$ cat src/hw/ehc_pkg.sv
// Package with offsets, fields, reset values and timing of the encoder counter
package ehc_pkg;
  localparam int EHC_ADDR_W = 5;
  localparam int EHC_DATA_W = 16;
  // Word offsets of the buffer memory words
  localparam logic [4:0] EHC_OFS_MODE = 5'h00;
  localparam logic [4:0] EHC_OFS_SWDIR = 5'h01;
  localparam logic [4:0] EHC_OFS_LIM_LO = 5'h02;
  localparam logic [4:0] EHC_OFS_LIM_HI = 5'h03;
  localparam logic [4:0] EHC_OFS_PRE_LO = 5'h04;
  localparam logic [4:0] EHC_OFS_PRE_HI = 5'h05;
  localparam logic [4:0] EHC_OFS_HCMP_LO = 5'h06;
  localparam logic [4:0] EHC_OFS_HCMP_HI = 5'h07;
  localparam logic [4:0] EHC_OFS_SCMP_LO = 5'h08;
  localparam logic [4:0] EHC_OFS_SCMP_HI = 5'h09;
  localparam logic [4:0] EHC_OFS_CMD = 5'h0a;
  localparam logic [4:0] EHC_OFS_CNT_LO = 5'h0b;
  localparam logic [4:0] EHC_OFS_CNT_HI = 5'h0c;
  localparam logic [4:0] EHC_OFS_STAT = 5'h0d;
  localparam logic [4:0] EHC_OFS_MASK = 5'h0e;
  localparam logic [4:0] EHC_OFS_FLAGS = 5'h0f;
  // Mode word: bit 0 selects 16-bit range, bits 3:1 the input kind
  localparam logic [15:0] EHC_MODE_MAX = 16'h000b;
  localparam int EHC_MODE_W16_BIT = 0;
  localparam logic [15:0] EHC_MODE_RST = 16'h0000;
  localparam logic [15:0] EHC_LIM_RST = 16'hffff;
  // Command word bits
  localparam int EHC_CMD_CNT_EN = 0;
  localparam int EHC_CMD_PRE_EN = 1;
  localparam int EHC_CMD_HRST = 2;
  localparam int EHC_CMD_SRST = 3;
  localparam int EHC_CMD_SPRE = 4;
  // Status bits
  localparam int EHC_ST_W = 3;
  localparam int EHC_ST_HW = 0;
  localparam int EHC_ST_SW = 1;
  localparam int EHC_ST_PRE = 2;
  // Flags word bits
  localparam int EHC_FL_HW = 0;
  localparam int EHC_FL_SW = 1;
  localparam int EHC_FL_UP = 2;
  localparam int EHC_FL_DN = 3;
  localparam int EHC_FL_PEND = 4;
  // Timing
  localparam int EHC_CLK_MHZ = 40;
  localparam int EHC_SW_LAT_US = 300;
  localparam int EHC_SW_LAT_CYC = EHC_SW_LAT_US * EHC_CLK_MHZ;
  localparam int EHC_TMR_W = 16;
  typedef enum logic [2:0] {
    EHC_K_QX1 = 3'h0,
    EHC_K_QX2 = 3'h1,
    EHC_K_QX4 = 3'h2,
    EHC_K_P2IN = 3'h3,
    EHC_K_P1HW = 3'h4,
    EHC_K_P1SW = 3'h5
  } ehc_kind_t;
endpackage

$ cat src/hw/ehc_counter.sv
// Encoder up/down counter with hardware and software compare outputs
// Functional notes
// - Outside one-phase single-input software mode the direction comes from the inputs themselves.
// - One-phase single-input hardware mode counts up with phase A off and down with it on.
// - One-phase single-input software mode takes the direction from word 1, 0 up and 1 down.
// - In 32-bit range the count is signed and wraps over the full two's-complement span.
// - In 16-bit range the count runs from zero to the limit held in word 2.
// - Each compare output is set when the present value becomes equal to its compare value.
// - A set compare output stays on until a reset command for it turns it off.
// - The hardware compare output is set straight from the match logic.
// - The software compare output is set once a wait of SW_DELAY_CYC enabled cycles after a match ends, 300 us by default.
// - While count disable is high phase pulses do not change the count.
// - Writing the mode word at location 0 reloads locations 1 to 14 with defaults; the flags word at 15 keeps its bits.
`timescale 1ns/10ps
`default_nettype none
module ehc_counter #(
  parameter int SW_DELAY_CYC = ehc_pkg::EHC_SW_LAT_CYC
) (
  input wire logic clk_i,
  input wire logic sys_rst_i,
  input wire logic ce_i,
  input wire logic phase_a_i,
  input wire logic phase_b_i,
  input wire logic preset_i,
  input wire logic count_disable_i,
  input wire logic [ehc_pkg::EHC_ADDR_W-1:0] buf_addr_i,
  input wire logic [ehc_pkg::EHC_DATA_W-1:0] buf_wdata_i,
  input wire logic buf_wr_i,
  input wire logic buf_rd_i,
  output logic [ehc_pkg::EHC_DATA_W-1:0] buf_rdata_o,
  output logic hardware_compare_output_o,
  output logic software_compare_output_o,
  output logic irq_o
);
  import ehc_pkg::*;

  localparam logic [EHC_TMR_W-1:0] TMR_LAST = EHC_TMR_W'(SW_DELAY_CYC - 1);

  logic [15:0] mode;
  logic sw_dir;
  logic [15:0] lim;
  logic [31:0] preset_val;
  logic [31:0] hcmp;
  logic [31:0] scmp;
  logic cnt_en;
  logic pre_en;
  logic [EHC_ST_W-1:0] mask;
  logic [31:0] cnt;
  logic [31:0] next_cnt;
  logic cnt_upd;
  logic preset_q;
  logic last_up;
  logic last_dn;
  logic sw_pend;
  logic [EHC_TMR_W-1:0] sw_tmr;
  logic [EHC_ST_W-1:0] stat;
  logic [EHC_ST_W-1:0] st_ev;
  logic w16;
  ehc_kind_t kind;
  logic dec_up;
  logic dec_dn;
  logic step_up;
  logic step_dn;
  logic preset_ev;
  logic wr;
  logic mode_wr;
  logic cmd_wr;
  logic hw_set;
  logic sw_match;
  logic sw_set;
  logic hw_rst_wr;
  logic sw_rst_wr;

  assign wr = ce_i & buf_wr_i;
  assign mode_wr = wr & (buf_addr_i == EHC_OFS_MODE);
  assign cmd_wr = wr & (buf_addr_i == EHC_OFS_CMD);
  assign hw_rst_wr = cmd_wr & buf_wdata_i[EHC_CMD_HRST];
  assign sw_rst_wr = cmd_wr & buf_wdata_i[EHC_CMD_SRST];
  assign w16 = mode[EHC_MODE_W16_BIT];
  assign kind = ehc_kind_t'(mode[3:1]);

  ehc_phase_dec u_dec (
    .clk_i(clk_i),
    .sys_rst_i(sys_rst_i),
    .ce_i(ce_i),
    .phase_a_i(phase_a_i),
    .phase_b_i(phase_b_i),
    .kind_i(kind),
    .sw_down_i(sw_dir),
    .up_o(dec_up),
    .dn_o(dec_dn)
  );

  // Pulses pass only while counting is enabled and not disabled
  assign step_up = ce_i & cnt_en & ~count_disable_i & dec_up;
  assign step_dn = ce_i & cnt_en & ~count_disable_i & dec_dn;
  assign preset_ev = ce_i & ((pre_en & preset_i & ~preset_q) |
                             (cmd_wr & buf_wdata_i[EHC_CMD_SPRE]));

  // Configuration words
  always_ff @(posedge clk_i or posedge sys_rst_i) begin
    if (sys_rst_i) begin
      mode <= EHC_MODE_RST;
      sw_dir <= 1'b0;
      lim <= EHC_LIM_RST;
      preset_val <= 32'h0000_0000;
      hcmp <= 32'h0000_0000;
      scmp <= 32'h0000_0000;
      cnt_en <= 1'b1;
      pre_en <= 1'b1;
      mask <= '0;
    end else if (mode_wr) begin
      if (buf_wdata_i <= EHC_MODE_MAX) begin
        mode <= buf_wdata_i;
      end
      sw_dir <= 1'b0;
      lim <= EHC_LIM_RST;
      preset_val <= 32'h0000_0000;
      hcmp <= 32'h0000_0000;
      scmp <= 32'h0000_0000;
      cnt_en <= 1'b1;
      pre_en <= 1'b1;
      mask <= '0;
    end else if (wr) begin
      case (buf_addr_i)
        EHC_OFS_SWDIR: sw_dir <= buf_wdata_i[0];
        EHC_OFS_LIM_LO: lim <= buf_wdata_i;
        EHC_OFS_PRE_LO: preset_val[15:0] <= buf_wdata_i;
        EHC_OFS_PRE_HI: preset_val[31:16] <= buf_wdata_i;
        EHC_OFS_HCMP_LO: hcmp[15:0] <= buf_wdata_i;
        EHC_OFS_HCMP_HI: hcmp[31:16] <= buf_wdata_i;
        EHC_OFS_SCMP_LO: scmp[15:0] <= buf_wdata_i;
        EHC_OFS_SCMP_HI: scmp[31:16] <= buf_wdata_i;
        EHC_OFS_CMD: begin
          cnt_en <= buf_wdata_i[EHC_CMD_CNT_EN];
          pre_en <= buf_wdata_i[EHC_CMD_PRE_EN];
        end
        EHC_OFS_MASK: mask <= buf_wdata_i[EHC_ST_W-1:0];
        default: begin
        end
      endcase
    end
  end

  // Next present value
  always_comb begin
    next_cnt = cnt;
    if (preset_ev) begin
      next_cnt = w16 ? {16'h0000, preset_val[15:0]} : preset_val;
    end else if (step_up) begin
      if (w16) begin
        next_cnt = (cnt[15:0] >= lim) ? 32'h0000_0000 :
                   {16'h0000, cnt[15:0] + 16'h0001};
      end else begin
        next_cnt = cnt + 32'h0000_0001;
      end
    end else if (step_dn) begin
      if (w16) begin
        next_cnt = (cnt[15:0] == 16'h0000) ? {16'h0000, lim} :
                   {16'h0000, cnt[15:0] - 16'h0001};
      end else begin
        next_cnt = cnt - 32'h0000_0001;
      end
    end
  end

  // Present value register
  always_ff @(posedge clk_i or posedge sys_rst_i) begin
    if (sys_rst_i) begin
      cnt <= 32'h0000_0000;
      cnt_upd <= 1'b0;
    end else if (ce_i) begin
      if (mode_wr) begin
        cnt <= 32'h0000_0000;
        cnt_upd <= 1'b0;
      end else begin
        cnt <= next_cnt;
        cnt_upd <= preset_ev | step_up | step_dn;
      end
    end
  end

  // Preset edge and direction memory
  always_ff @(posedge clk_i or posedge sys_rst_i) begin
    if (sys_rst_i) begin
      preset_q <= 1'b0;
      last_up <= 1'b0;
      last_dn <= 1'b0;
    end else if (ce_i) begin
      preset_q <= preset_i;
      if (step_up | step_dn) begin
        last_up <= step_up;
        last_dn <= step_dn;
      end
    end
  end

  // Compare matches
  assign hw_set = ce_i & cnt_upd & (cnt == hcmp);
  assign sw_match = ce_i & cnt_upd & (cnt == scmp);
  assign sw_set = ce_i & sw_pend & (sw_tmr == TMR_LAST);

  // Hardware compare output, set wins over reset command
  always_ff @(posedge clk_i or posedge sys_rst_i) begin
    if (sys_rst_i) begin
      hardware_compare_output_o <= 1'b0;
    end else if (hw_set) begin
      hardware_compare_output_o <= 1'b1;
    end else if (hw_rst_wr) begin
      hardware_compare_output_o <= 1'b0;
    end
  end

  // Software processing delay after a match
  always_ff @(posedge clk_i or posedge sys_rst_i) begin
    if (sys_rst_i) begin
      sw_pend <= 1'b0;
      sw_tmr <= '0;
    end else if (ce_i) begin
      if (sw_set) begin
        sw_pend <= 1'b0;
        sw_tmr <= '0;
      end else if (sw_pend) begin
        sw_tmr <= sw_tmr + 1'b1;
      end else if (sw_match) begin
        sw_pend <= 1'b1;
        sw_tmr <= '0;
      end
    end
  end

  // Software compare output, set wins over reset command
  always_ff @(posedge clk_i or posedge sys_rst_i) begin
    if (sys_rst_i) begin
      software_compare_output_o <= 1'b0;
    end else if (sw_set) begin
      software_compare_output_o <= 1'b1;
    end else if (sw_rst_wr) begin
      software_compare_output_o <= 1'b0;
    end
  end

  // Sticky status bits, write one to clear
  assign st_ev[EHC_ST_HW] = hw_set;
  assign st_ev[EHC_ST_SW] = sw_set;
  assign st_ev[EHC_ST_PRE] = preset_ev;

  for (genvar i = 0; i < EHC_ST_W; i++) begin : g_st
    always_ff @(posedge clk_i or posedge sys_rst_i) begin
      if (sys_rst_i) begin
        stat[i] <= 1'b0;
      end else if (st_ev[i]) begin
        stat[i] <= 1'b1;
      end else if (mode_wr | (wr & (buf_addr_i == EHC_OFS_STAT) & buf_wdata_i[i])) begin
        stat[i] <= 1'b0;
      end
    end
  end

  assign irq_o = |(stat & mask);

  // Read data, valid only in the cycle after the strobe
  always_ff @(posedge clk_i or posedge sys_rst_i) begin
    if (sys_rst_i) begin
      buf_rdata_o <= '0;
    end else if (ce_i) begin
      buf_rdata_o <= '0;
      if (buf_rd_i) begin
        case (buf_addr_i)
          EHC_OFS_MODE: buf_rdata_o <= mode;
          EHC_OFS_SWDIR: buf_rdata_o <= {15'h0000, sw_dir};
          EHC_OFS_LIM_LO: buf_rdata_o <= lim;
          EHC_OFS_PRE_LO: buf_rdata_o <= preset_val[15:0];
          EHC_OFS_PRE_HI: buf_rdata_o <= preset_val[31:16];
          EHC_OFS_HCMP_LO: buf_rdata_o <= hcmp[15:0];
          EHC_OFS_HCMP_HI: buf_rdata_o <= hcmp[31:16];
          EHC_OFS_SCMP_LO: buf_rdata_o <= scmp[15:0];
          EHC_OFS_SCMP_HI: buf_rdata_o <= scmp[31:16];
          EHC_OFS_CMD: buf_rdata_o <= {14'h0000, pre_en, cnt_en};
          EHC_OFS_CNT_LO: buf_rdata_o <= cnt[15:0];
          EHC_OFS_CNT_HI: buf_rdata_o <= cnt[31:16];
          EHC_OFS_STAT: buf_rdata_o <= {13'h0000, stat};
          EHC_OFS_MASK: buf_rdata_o <= {13'h0000, mask};
          EHC_OFS_FLAGS: begin
            buf_rdata_o[EHC_FL_HW] <= hardware_compare_output_o;
            buf_rdata_o[EHC_FL_SW] <= software_compare_output_o;
            buf_rdata_o[EHC_FL_UP] <= last_up;
            buf_rdata_o[EHC_FL_DN] <= last_dn;
            buf_rdata_o[EHC_FL_PEND] <= sw_pend;
          end
          default: buf_rdata_o <= '0;
        endcase
      end
    end
  end
endmodule
`default_nettype wire

$ cat src/hw/ehc_phase_dec.sv
// Phase input edge decoder giving up and down count pulses
`timescale 1ns/10ps
`default_nettype none
module ehc_phase_dec (
  input wire logic clk_i,
  input wire logic sys_rst_i,
  input wire logic ce_i,
  input wire logic phase_a_i,
  input wire logic phase_b_i,
  input wire ehc_pkg::ehc_kind_t kind_i,
  input wire logic sw_down_i,
  output logic up_o,
  output logic dn_o
);
  import ehc_pkg::*;

  logic a_q;
  logic b_q;
  logic a_rise;
  logic a_fall;
  logic b_rise;
  logic a_chg;
  logic b_chg;
  logic qdir;

  always_ff @(posedge clk_i or posedge sys_rst_i) begin
    if (sys_rst_i) begin
      a_q <= 1'b0;
      b_q <= 1'b0;
    end else if (ce_i) begin
      a_q <= phase_a_i;
      b_q <= phase_b_i;
    end
  end

  assign a_rise = phase_a_i & ~a_q;
  assign a_fall = ~phase_a_i & a_q;
  assign b_rise = phase_b_i & ~b_q;
  assign a_chg = phase_a_i ^ a_q;
  assign b_chg = phase_b_i ^ b_q;
  assign qdir = phase_a_i ^ b_q;

  always_comb begin
    up_o = 1'b0;
    dn_o = 1'b0;
    case (kind_i)
      EHC_K_QX1: begin
        up_o = a_rise & ~phase_b_i;
        dn_o = a_fall & ~phase_b_i;
      end
      EHC_K_QX2: begin
        up_o = a_chg & qdir;
        dn_o = a_chg & ~qdir;
      end
      EHC_K_QX4: begin
        up_o = (a_chg ^ b_chg) & qdir;
        dn_o = (a_chg ^ b_chg) & ~qdir;
      end
      EHC_K_P2IN: begin
        up_o = a_rise;
        dn_o = b_rise;
      end
      EHC_K_P1HW: begin
        up_o = b_rise & ~phase_a_i;
        dn_o = b_rise & phase_a_i;
      end
      EHC_K_P1SW: begin
        up_o = b_rise & ~sw_down_i;
        dn_o = b_rise & sw_down_i;
      end
      default: begin
        up_o = 1'b0;
        dn_o = 1'b0;
      end
    endcase
  end
endmodule
`default_nettype wire

$ cat config.mk
export PLATFORM = sky130hd
export DESIGN_NAME = ehc_counter
export DESIGN_NICKNAME = d
export VERILOG_FILES = /design/src/hw/ehc_pkg.sv /design/src/hw/ehc_counter.sv /design/src/hw/ehc_phase_dec.sv
export SDC_FILE = /design/constraint.sdc
export NUM_CORES = 1
export LEC_CHECK = 0
export ABC_AREA = 0
export BUFFER_PORTS_ARGS = -buffer_cell sky130_fd_sc_hd__buf_2
export CAP_MARGIN = 40
export CORE_ASPECT_RATIO = 0.5
export CORE_UTILIZATION = 30
export DETAILED_ROUTE_END_ITERATION = 6
export MAX_ROUTING_LAYER = met4
export PLACE_DENSITY_LB_ADDON = 0.12
export SYNTH_ARGS = -nofsm -noshare
export SYNTH_HDL_FRONTEND = slang
export SYNTH_SLANG_ARGS = --single-unit
$ cat constraint.sdc
create_clock -name clk_i -period 9.4 [get_ports clk_i]
set_clock_uncertainty 0.2 [all_clocks]
set_input_delay 1.88 -clock clk_i [delete_from_list [all_inputs] [get_ports clk_i]]
set_output_delay 1.88 -clock clk_i [all_outputs]
set_load 0.005 [all_outputs]
==> out/metrics.yaml, run 1 <==
core_um2: 40800
synthesis.nets: 1496
die_x_um: 291
cts-root-buf: "clkbuf_16"
start_util_pct: 30.7
die_h_um: 146
p_seq_share_pct: 41.3
cp-start-kind: "input port"
cp-end-kind: "register"
synthArstFlopShare_pct: 100
power_leakage_uw: 0.00626
h-tree-depth: 1
hold_path_class: "register to register"
crit_chain: "buf_2, nand2_1, nor3_2, a21boi_2, buf_4, nand2b_1, nand2_1, a311o_1, o31ai_1"
viasPerCell: 5.77
fillers: 4107
postLayoutCellArea_um2: 14200
rsz0062_at_grt: "false"
setup_violations: 0
arrival_ns: 4.89
yosysMostFrequentCell: "nand2_1"
overflow: 0
grt_pass1_wl_um: 78200
clkSinkCount: 210
port_buffers: 48
drt-pass1-iter-count: 6
required_ns: 9.65
worst_pin_slew_ns: 0.887
gp_congestion: 0.944
synthTopCellsByCount: "nand2_1 (228), dfrtp_1 (192), o21ai_0 (142)"
final_hold_viol_count: 0
synth_edf_count: 0
clk_pin_slew_ns: 0.06
power_density_nw_per_um2: 243
setup_tns_ns: 0
rows: 52
ys_top_cells_by_area: "dfrtp_1 (38%), nand2_1 (6.8%), o21ai_0 (5.7%)"
crit_path_frequent_cell: "nand2_1"
grt_max_degree: 89
finish.utilization_pct: 34.9
place_area_um2: 13400
cts_buffer_depth: 3
syn_area_per_cell_um2: 8.67
max_stage_delay_ns: 0.57
drt_iter0_drc: 1321
dr_total_vias: 11600
path_max_fanout: 35
detail_route.wl_per_cell_um: 26.3
synthesis.area_um2: 12500
power.net_switching_uw: 1400
dp_hpwl_um: 38700
post_cts_resized: 0
die-area_um2: 42600
ioPinCount: 49
area_growth_pct: 13.7
grt_pass1_vias: 11300
fin_crit_sh_pct: 49.3
drt.antenna.violating_nets: 0
drv_cap: 0
ys_ff_latch: 210
cts_buffers: 24
track_usage_pct: 25.5
postCtsSetupBuffers: 0
antenna_found_initial: 1
drive_gt1_share_pct: 12.3
drc_errors: 0
ys_types: 78
vdd_drop_max_mv: 0.121
n_antenna_cell: 0
synthFlopType: "dfrtp_1"
fmax_ghz: 0.216
p_int_uw: 2060
fin_nets: 1504
slew_violations: 0
outcome: "completed"
synth_top_cell_by_area: "dfrtp_1"
critPathSlowestCell: "nor3_2"
p_clk_share_pct: 28.0
swShare_pct: 40.5
wirelength_um: 52700
ys_seq_area_share_pct: 42.2
critical_path_class: "input port to register"
cts_tree: "done"
cts_hold_buf: 0
yosysTopAreaCellShare_pct: 38.4
slew_headroom_pct: 40.3
finalPower_uw: 3460
synth_cells: 1443
ys_warn_count: 0
combPwrFrac_pct: 30.7
clk_latency_ns: 0.56
fin_crit_ns: 4.64
-- final cells by class --
class	instances	area, um2	share of cell area [%]
Clock buffer	35	682	4.79
Clock inverter	9	110	0.774
Inverter	56	218	1.53
Multi-Input combinational cell	1068	6650	46.8
Sequential cell	210	5280	37.1
Tap cell	540	676	4.75
Timing Repair Buffer	91	613	4.31
-- kinds of logic (layout without fill, tap and decap cells) --
logic type               count (synthesis)  after routing  synth area share (%)
AND/OR/NAND/NOR                        534            534                  21.1
AO/OA/AOI/OAI                          396            396                  20.6
flip-flops                             210            210                  42.2
buffers and inverters                  165            191                  5.37
XOR/XNOR                                86             86                  6.02
multiplexers                            29             29                  2.46
adder cells (fa/ha/maj)                 23             23                  2.30
-- state kept, by name, summed over array words and instances (netlist names), 3 cells and up --
signal	cells
stat	3
mode	16
lim	16
scmp	32
hcmp	32
mask	3
preset_val	32
buf_rdata_o	16
cnt	32
sw_tmr	16
-- through the flow --
stage	hold slack (ns)	setup WS, ns	cells
6_report	0.300	4.76	2009
5_1_grt	0.319	4.49	2009
4_1_cts	0.302	4.85	2009
3_5_place_dp	0.287	4.30	1965
3_3_place_gp	0.284	3.89	1955
2_1_floorplan	0.247	1.61	1443
-- per-layer routing --
| layer | vias up | wire [um] | global-route usage, % |
|---|---|---|---|
| li1 | 5244 | - | - |
| met1 | 5774 | 24600 | 35.7 |
| met2 | 502 | 21400 | 35.0 |
| met3 | 79 | 4980 | 7.44 |
| met4 | 0 | 1680 | 7.80 |
| met5 | - | 0 | - |
-- power groups by stage --
stage / combinational (uW) / clock [uW] / sequential, uW
CTS: 1050 / 989 / 1410
floorplan: 797 / 0 / 1210
finish: 1060 / 969 / 1430
global route: 1170 / 1030 / 1440
global placement: 1020 / 0 / 1430
detailed placement: 1040 / 0 / 1430
-- worst paths after layout --
| check | cells after the start | from | slack, ns | to |
|---|---|---|---|---|
| setup / recovery | 9 | ce_i | 4.76 | cnt[0] |
| hold / removal | 1 | preset_q | 0.30 | preset_q |
| setup reg to reg | 9 | u_dec.a_q | 5.98 | cnt[14] |
| hold reg to reg | 1 | preset_q | 0.30 | preset_q |
| max in group asynchronous | 5 | sys_rst_i | 5.81 | lim[14] |
| min in group asynchronous | 2 | sys_rst_i | 1.21 | sw_tmr[11] |
-- cells in the final DEF (no fill, tap or decap), types with 12 or more instances in the layout --
| cell type | synthesis | layout |
|---|---|---|
| xnor2_1 | 16 | 16 |
| a22oi_1 | 32 | 32 |
| o21ai_1 | 12 | 12 |
| nor4_1 | 32 | 30 |
| ha_1 | 23 | 23 |
| a222oi_1 | 16 | 16 |
| nor2_1 | 70 | 70 |
| a21oi_1 | 48 | 44 |
| nand2_1 | 228 | 228 |
| mux2i_1 | 24 | 24 |
| buf_2 | 15 | 49 |
| nand4_1 | 20 | 20 |
| clkbuf_16 | 0 | 24 |
| inv_1 | 56 | 55 |
| nor2b_1 | 17 | 17 |
| a31oi_1 | 14 | 14 |
| dfstp_2 | 18 | 18 |
| dfrtp_1 | 192 | 192 |
| nor3_1 | 28 | 23 |
| xor2_1 | 70 | 70 |
| o21ai_0 | 142 | 142 |
| nand3_1 | 46 | 46 |
| o22a_1 | 16 | 16 |
| and3_1 | 16 | 16 |
| buf_4 | 1 | 34 |
| o22ai_1 | 24 | 24 |
-- worst max-delay path: cells and delay by family --
family,cells,cell delay [ns]
AO/OA/AOI/OAI,3,0.61
buffers and inverters,2,0.81
AND/OR/NAND/NOR,4,1.55
No activity file was read; power rests on OpenSTA's default activity.
==> run 2, diff against run 1 <==
--- a/config.mk
+++ b/config.mk
@@ -5,7 +5,7 @@
 export SDC_FILE = /design/constraint.sdc
 export NUM_CORES = 1
 export LEC_CHECK = 0
-export ABC_AREA = 0
+export ABC_AREA = 1
 export BUFFER_PORTS_ARGS = -buffer_cell sky130_fd_sc_hd__buf_2
 export CAP_MARGIN = 40
 export CORE_ASPECT_RATIO = 0.5
==> constraint.sdc (replaced) <==
create_clock -name clk_i -period 4.33 [get_ports clk_i]
set_clock_uncertainty 0.2 [all_clocks]
set_input_delay 0.866 -clock clk_i [delete_from_list [all_inputs] [get_ports clk_i]]
set_output_delay 0.866 -clock clk_i [all_outputs]
set_load 0.005 [all_outputs]
==> out/metrics.yaml, run 2 <==
outcome: "completed"
die_h_um: 155  # +5.7%
cts_hold_buf: 0  # unchanged
max_stage_delay_ns: 0.71  # +0.14 ns
track_usage_pct: 26.9  # +1.4 points
crit_cells: 12  # +3
drt_iter0_drc: 1730  # +31%
critical_path.top_delay_family: "simple AND/OR/NAND/NOR gates"
place_ws_ns: 0.830  # -3.47 ns
syn_area_per_cell_um2: 6.66  # -23%
fin_nets: 2171  # +44%
synthAdderAreaFrac_pct: 2.06  # -0.24 points
slew_headroom_pct: 39.3  # -1.0 points
ys_seq_area_share_pct: 37.7  # -4.4 points
ys_ff_latch: 210  # unchanged
synth_top_cell_by_area: "dfrtp_1"
core_um2: 45600  # +12%
gp_congestion: 1.04  # +10%
crit_path_frequent_cell: "nand2_1"
clkSinkCount: 210  # unchanged
die_x_um: 307  # +5.7%
reg2reg_depth: 12  # +3
vdd_drop_max_mv: 0.281  # +130%
synth_cells: 2099  # +45%
cts_buffer_depth: 3  # unchanged
yosys.area_share.xor_xnor_pct: 3.38  # -2.6 points
synth-simple-area-share_pct: 34.1  # +13 points
worst_pin_slew_ns: 0.907  # +0.0198 ns
fmax_ghz: 0.322
hold_path_class: "input port to async pin"
final_hold_viol_count: 0  # unchanged
post_cts_resized: 0  # unchanged
yosysTopAreaCellShare_pct: 34.4  # -4.0 points
overflow: 0  # unchanged
drive_gt1_share_pct: 8.81  # -3.5 points
wirelength_um: 62000  # +18%
yosysMostFrequentCell: "nand2_1"
synthArstFlopShare_pct: 100  # unchanged
grt_pass1_vias: 13300  # +18%
postLayoutCellArea_um2: 15800  # +11%
synthFlopType: "dfrtp_1"
grt_pass1_wl_um: 91600  # +17%
rows: 55  # +5.8%
cts_tree: "done"
reg2reg_from: "cnt[14]"
fin_crit_ns: 3.11
synth_edf_count: 0  # unchanged
postCtsSetupBuffers: 0  # unchanged
crit_chain: "ha_1, nand2_1, inv_1, o21ai_0, nand2_1, nor2_1, nand3_1, nand2_1, nand3_1, nand2_1, nand2_1, nand2_1"
grt_max_degree: 52  # -42%
detail_route.wl_per_cell_um: 22.4  # -15%
dp_hpwl_um: 46900  # +21%
h-tree-depth: 1  # unchanged
fin_crit_sh_pct: 71.8
critical_path_class: "register to register"
ys_warn_count: 0  # unchanged
finalPower_uw: 8810  # +150%
final_common_cell: "nand2_1"
drc_errors: 0  # unchanged
place_area_um2: 14900  # +11%
viasPerCell: 5.18  # -10%
critPathSlowestCell: "dfrtp_1"
power_density_nw_per_um2: 557  # +130%
synthTopCellsByCount: "nand2_1 (620), inv_1 (255), nor2_1 (245)"
clk_pin_slew_ns: 0.07  # about the same
dr_total_vias: 14300  # +23%
drv_cap: 0  # unchanged
power_leakage_uw: 0.00772  # +23%
ys_top_cells_by_area: "dfrtp_1 (34%), nand2_1 (17%), inv_1 (6.8%)"
cts_buffers: 24  # unchanged
clk_latency_ns: 0.58  # +0.02 ns
finalWorstSetupSlack_ns: 1.22  # -3.54 ns
drt.antenna.violating_nets: 0  # unchanged
r2r_slack_ns: 1.22  # -4.76 ns
ys_types: 42  # -46%
path_max_fanout: 16  # -54%
worst-path-buf-inv: 1  # -1
synth-compound-area-share_pct: 12.1  # -8.5 points
synth_top_family_by_area: "simple AND/OR/NAND/NOR gates"
finish.utilization_pct: 34.6  # -0.25 points
arrival_ns: 3.41  # -1.48 ns
setup_violations: 0  # unchanged
cts-root-buf: "clkbuf_16"
muxShareOfSynthArea_pct: 0.0805  # -2.4 points
area_growth_pct: 13.0
ioPinCount: 49  # unchanged
synthesis.area_um2: 14000  # +12%
synthesis.nets: 2152  # +44%
cp-end-kind: "register"
setup_tns_ns: 0  # unchanged
slew_violations: 0  # unchanged
required_ns: 4.63  # -5.02 ns
final_cell_mix: "nand2_1 (620), inv_1 (254), nor2_1 (244)"
port_buffers: 48  # unchanged
start_util_pct: 30.7  # about the same
cp-start-kind: "register"
n_antenna_cell: 0  # unchanged
die-area_um2: 47500  # +12%
rsz0062_at_grt: "false"
antenna_found_initial: 1  # unchanged
drt-pass1-iter-count: 5  # -1
r2r_end: "cnt[15]"
[run 2: changes by cell type after synthesis, moves of 24 or more]
| cell | previous run | this run |
|---|---|---|
| a22oi_1 | 32 | 0 |
| mux2i_1 | 24 | 0 |
| clkbuf_1 | 82 | 30 |
| o22ai_1 | 24 | 68 |
| xor2_1 | 70 | 44 |
| nand2_1 | 228 | 620 |
| nor4_1 | 32 | 6 |
| nor2_1 | 70 | 245 |
| buf_2 | 15 | 53 |
| inv_1 | 56 | 255 |
| nand4_1 | 20 | 46 |
| nand3_1 | 46 | 176 |
[run 2: worst register-to-register path: cells and delay by family, from the launching register on]
kind                       cells  cell delay (ns)
and+or+nand+nor                9             1.67
AOI/OAI and AO/OA              1             0.06
DFF                            1             0.71
adders and majority gates      1             0.34
buffers and inverters          1             0.05
[run 2: how the worst max path moves through the flow]
stage               from             end
2_1_floorplan  sys_rst_i  buf_rdata_o[0]
4_1_cts          cnt[10]         cnt[15]
3_5_place_dp        ce_i         cnt[15]
6_report         cnt[14]         cnt[15]
3_3_place_gp        ce_i         mode[3]
5_1_grt           cnt[1]      sw_tmr[15]
[run 2: routing by layer]
layer	routed length, um	vias up	share of wire, %	global-route usage, %
li1	-	6764	-	-
met1	30300	6829	49	40.8
met2	24800	624	40	36.6
met3	5410	82	8.7	4.47
met4	1460	0	2.3	5.85
met5	0	-	0	-
[run 2: per-stage QoR]
stage / std cells / hold WS, ns
floorplan: 2099 / 0.236
global placement: 2718 / 0.249
detailed placement: 2719 / 0.257
CTS: 2762 / 0.113
global route: 2762 / 0.137
finish: 2762 / 0.121
[run 2: kinds of logic (layout without fill, tap and decap cells)]
kind of cell / count (synthesis) / in the layout
and+or+nand+nor: 1140 / 1140
xor gates and xnor gates: 54 / 54
muxes: 1 / 1
DFF: 210 / 210
buffers and inverters: 359 / 395
AOI/OAI and AO/OA: 312 / 312
adders and majority gates: 23 / 23
[run 2: layout make-up]
| class | count | area (um2) |
|---|---|---|
| clock buffers | 30 | 663 |
| multi-input cells | 1530 | 7250 |
| repair buffers | 90 | 606 |
| inverters | 262 | 987 |
| flip-flops and latches | 210 | 5280 |
| well taps | 627 | 785 |
| fillers | 5008 | 29800 |
| clock inverters | 13 | 229 |
[run 2: where the power goes]
group          switching [uW]  leakage [uW]  total (uW)  internal (uW)
Sequential                653       0.00254        3100           2450
Clock                     955      0.000438        2400           1440
Combinational            2320       0.00474        3310            989
Total                    3930       0.00772        8810           4880
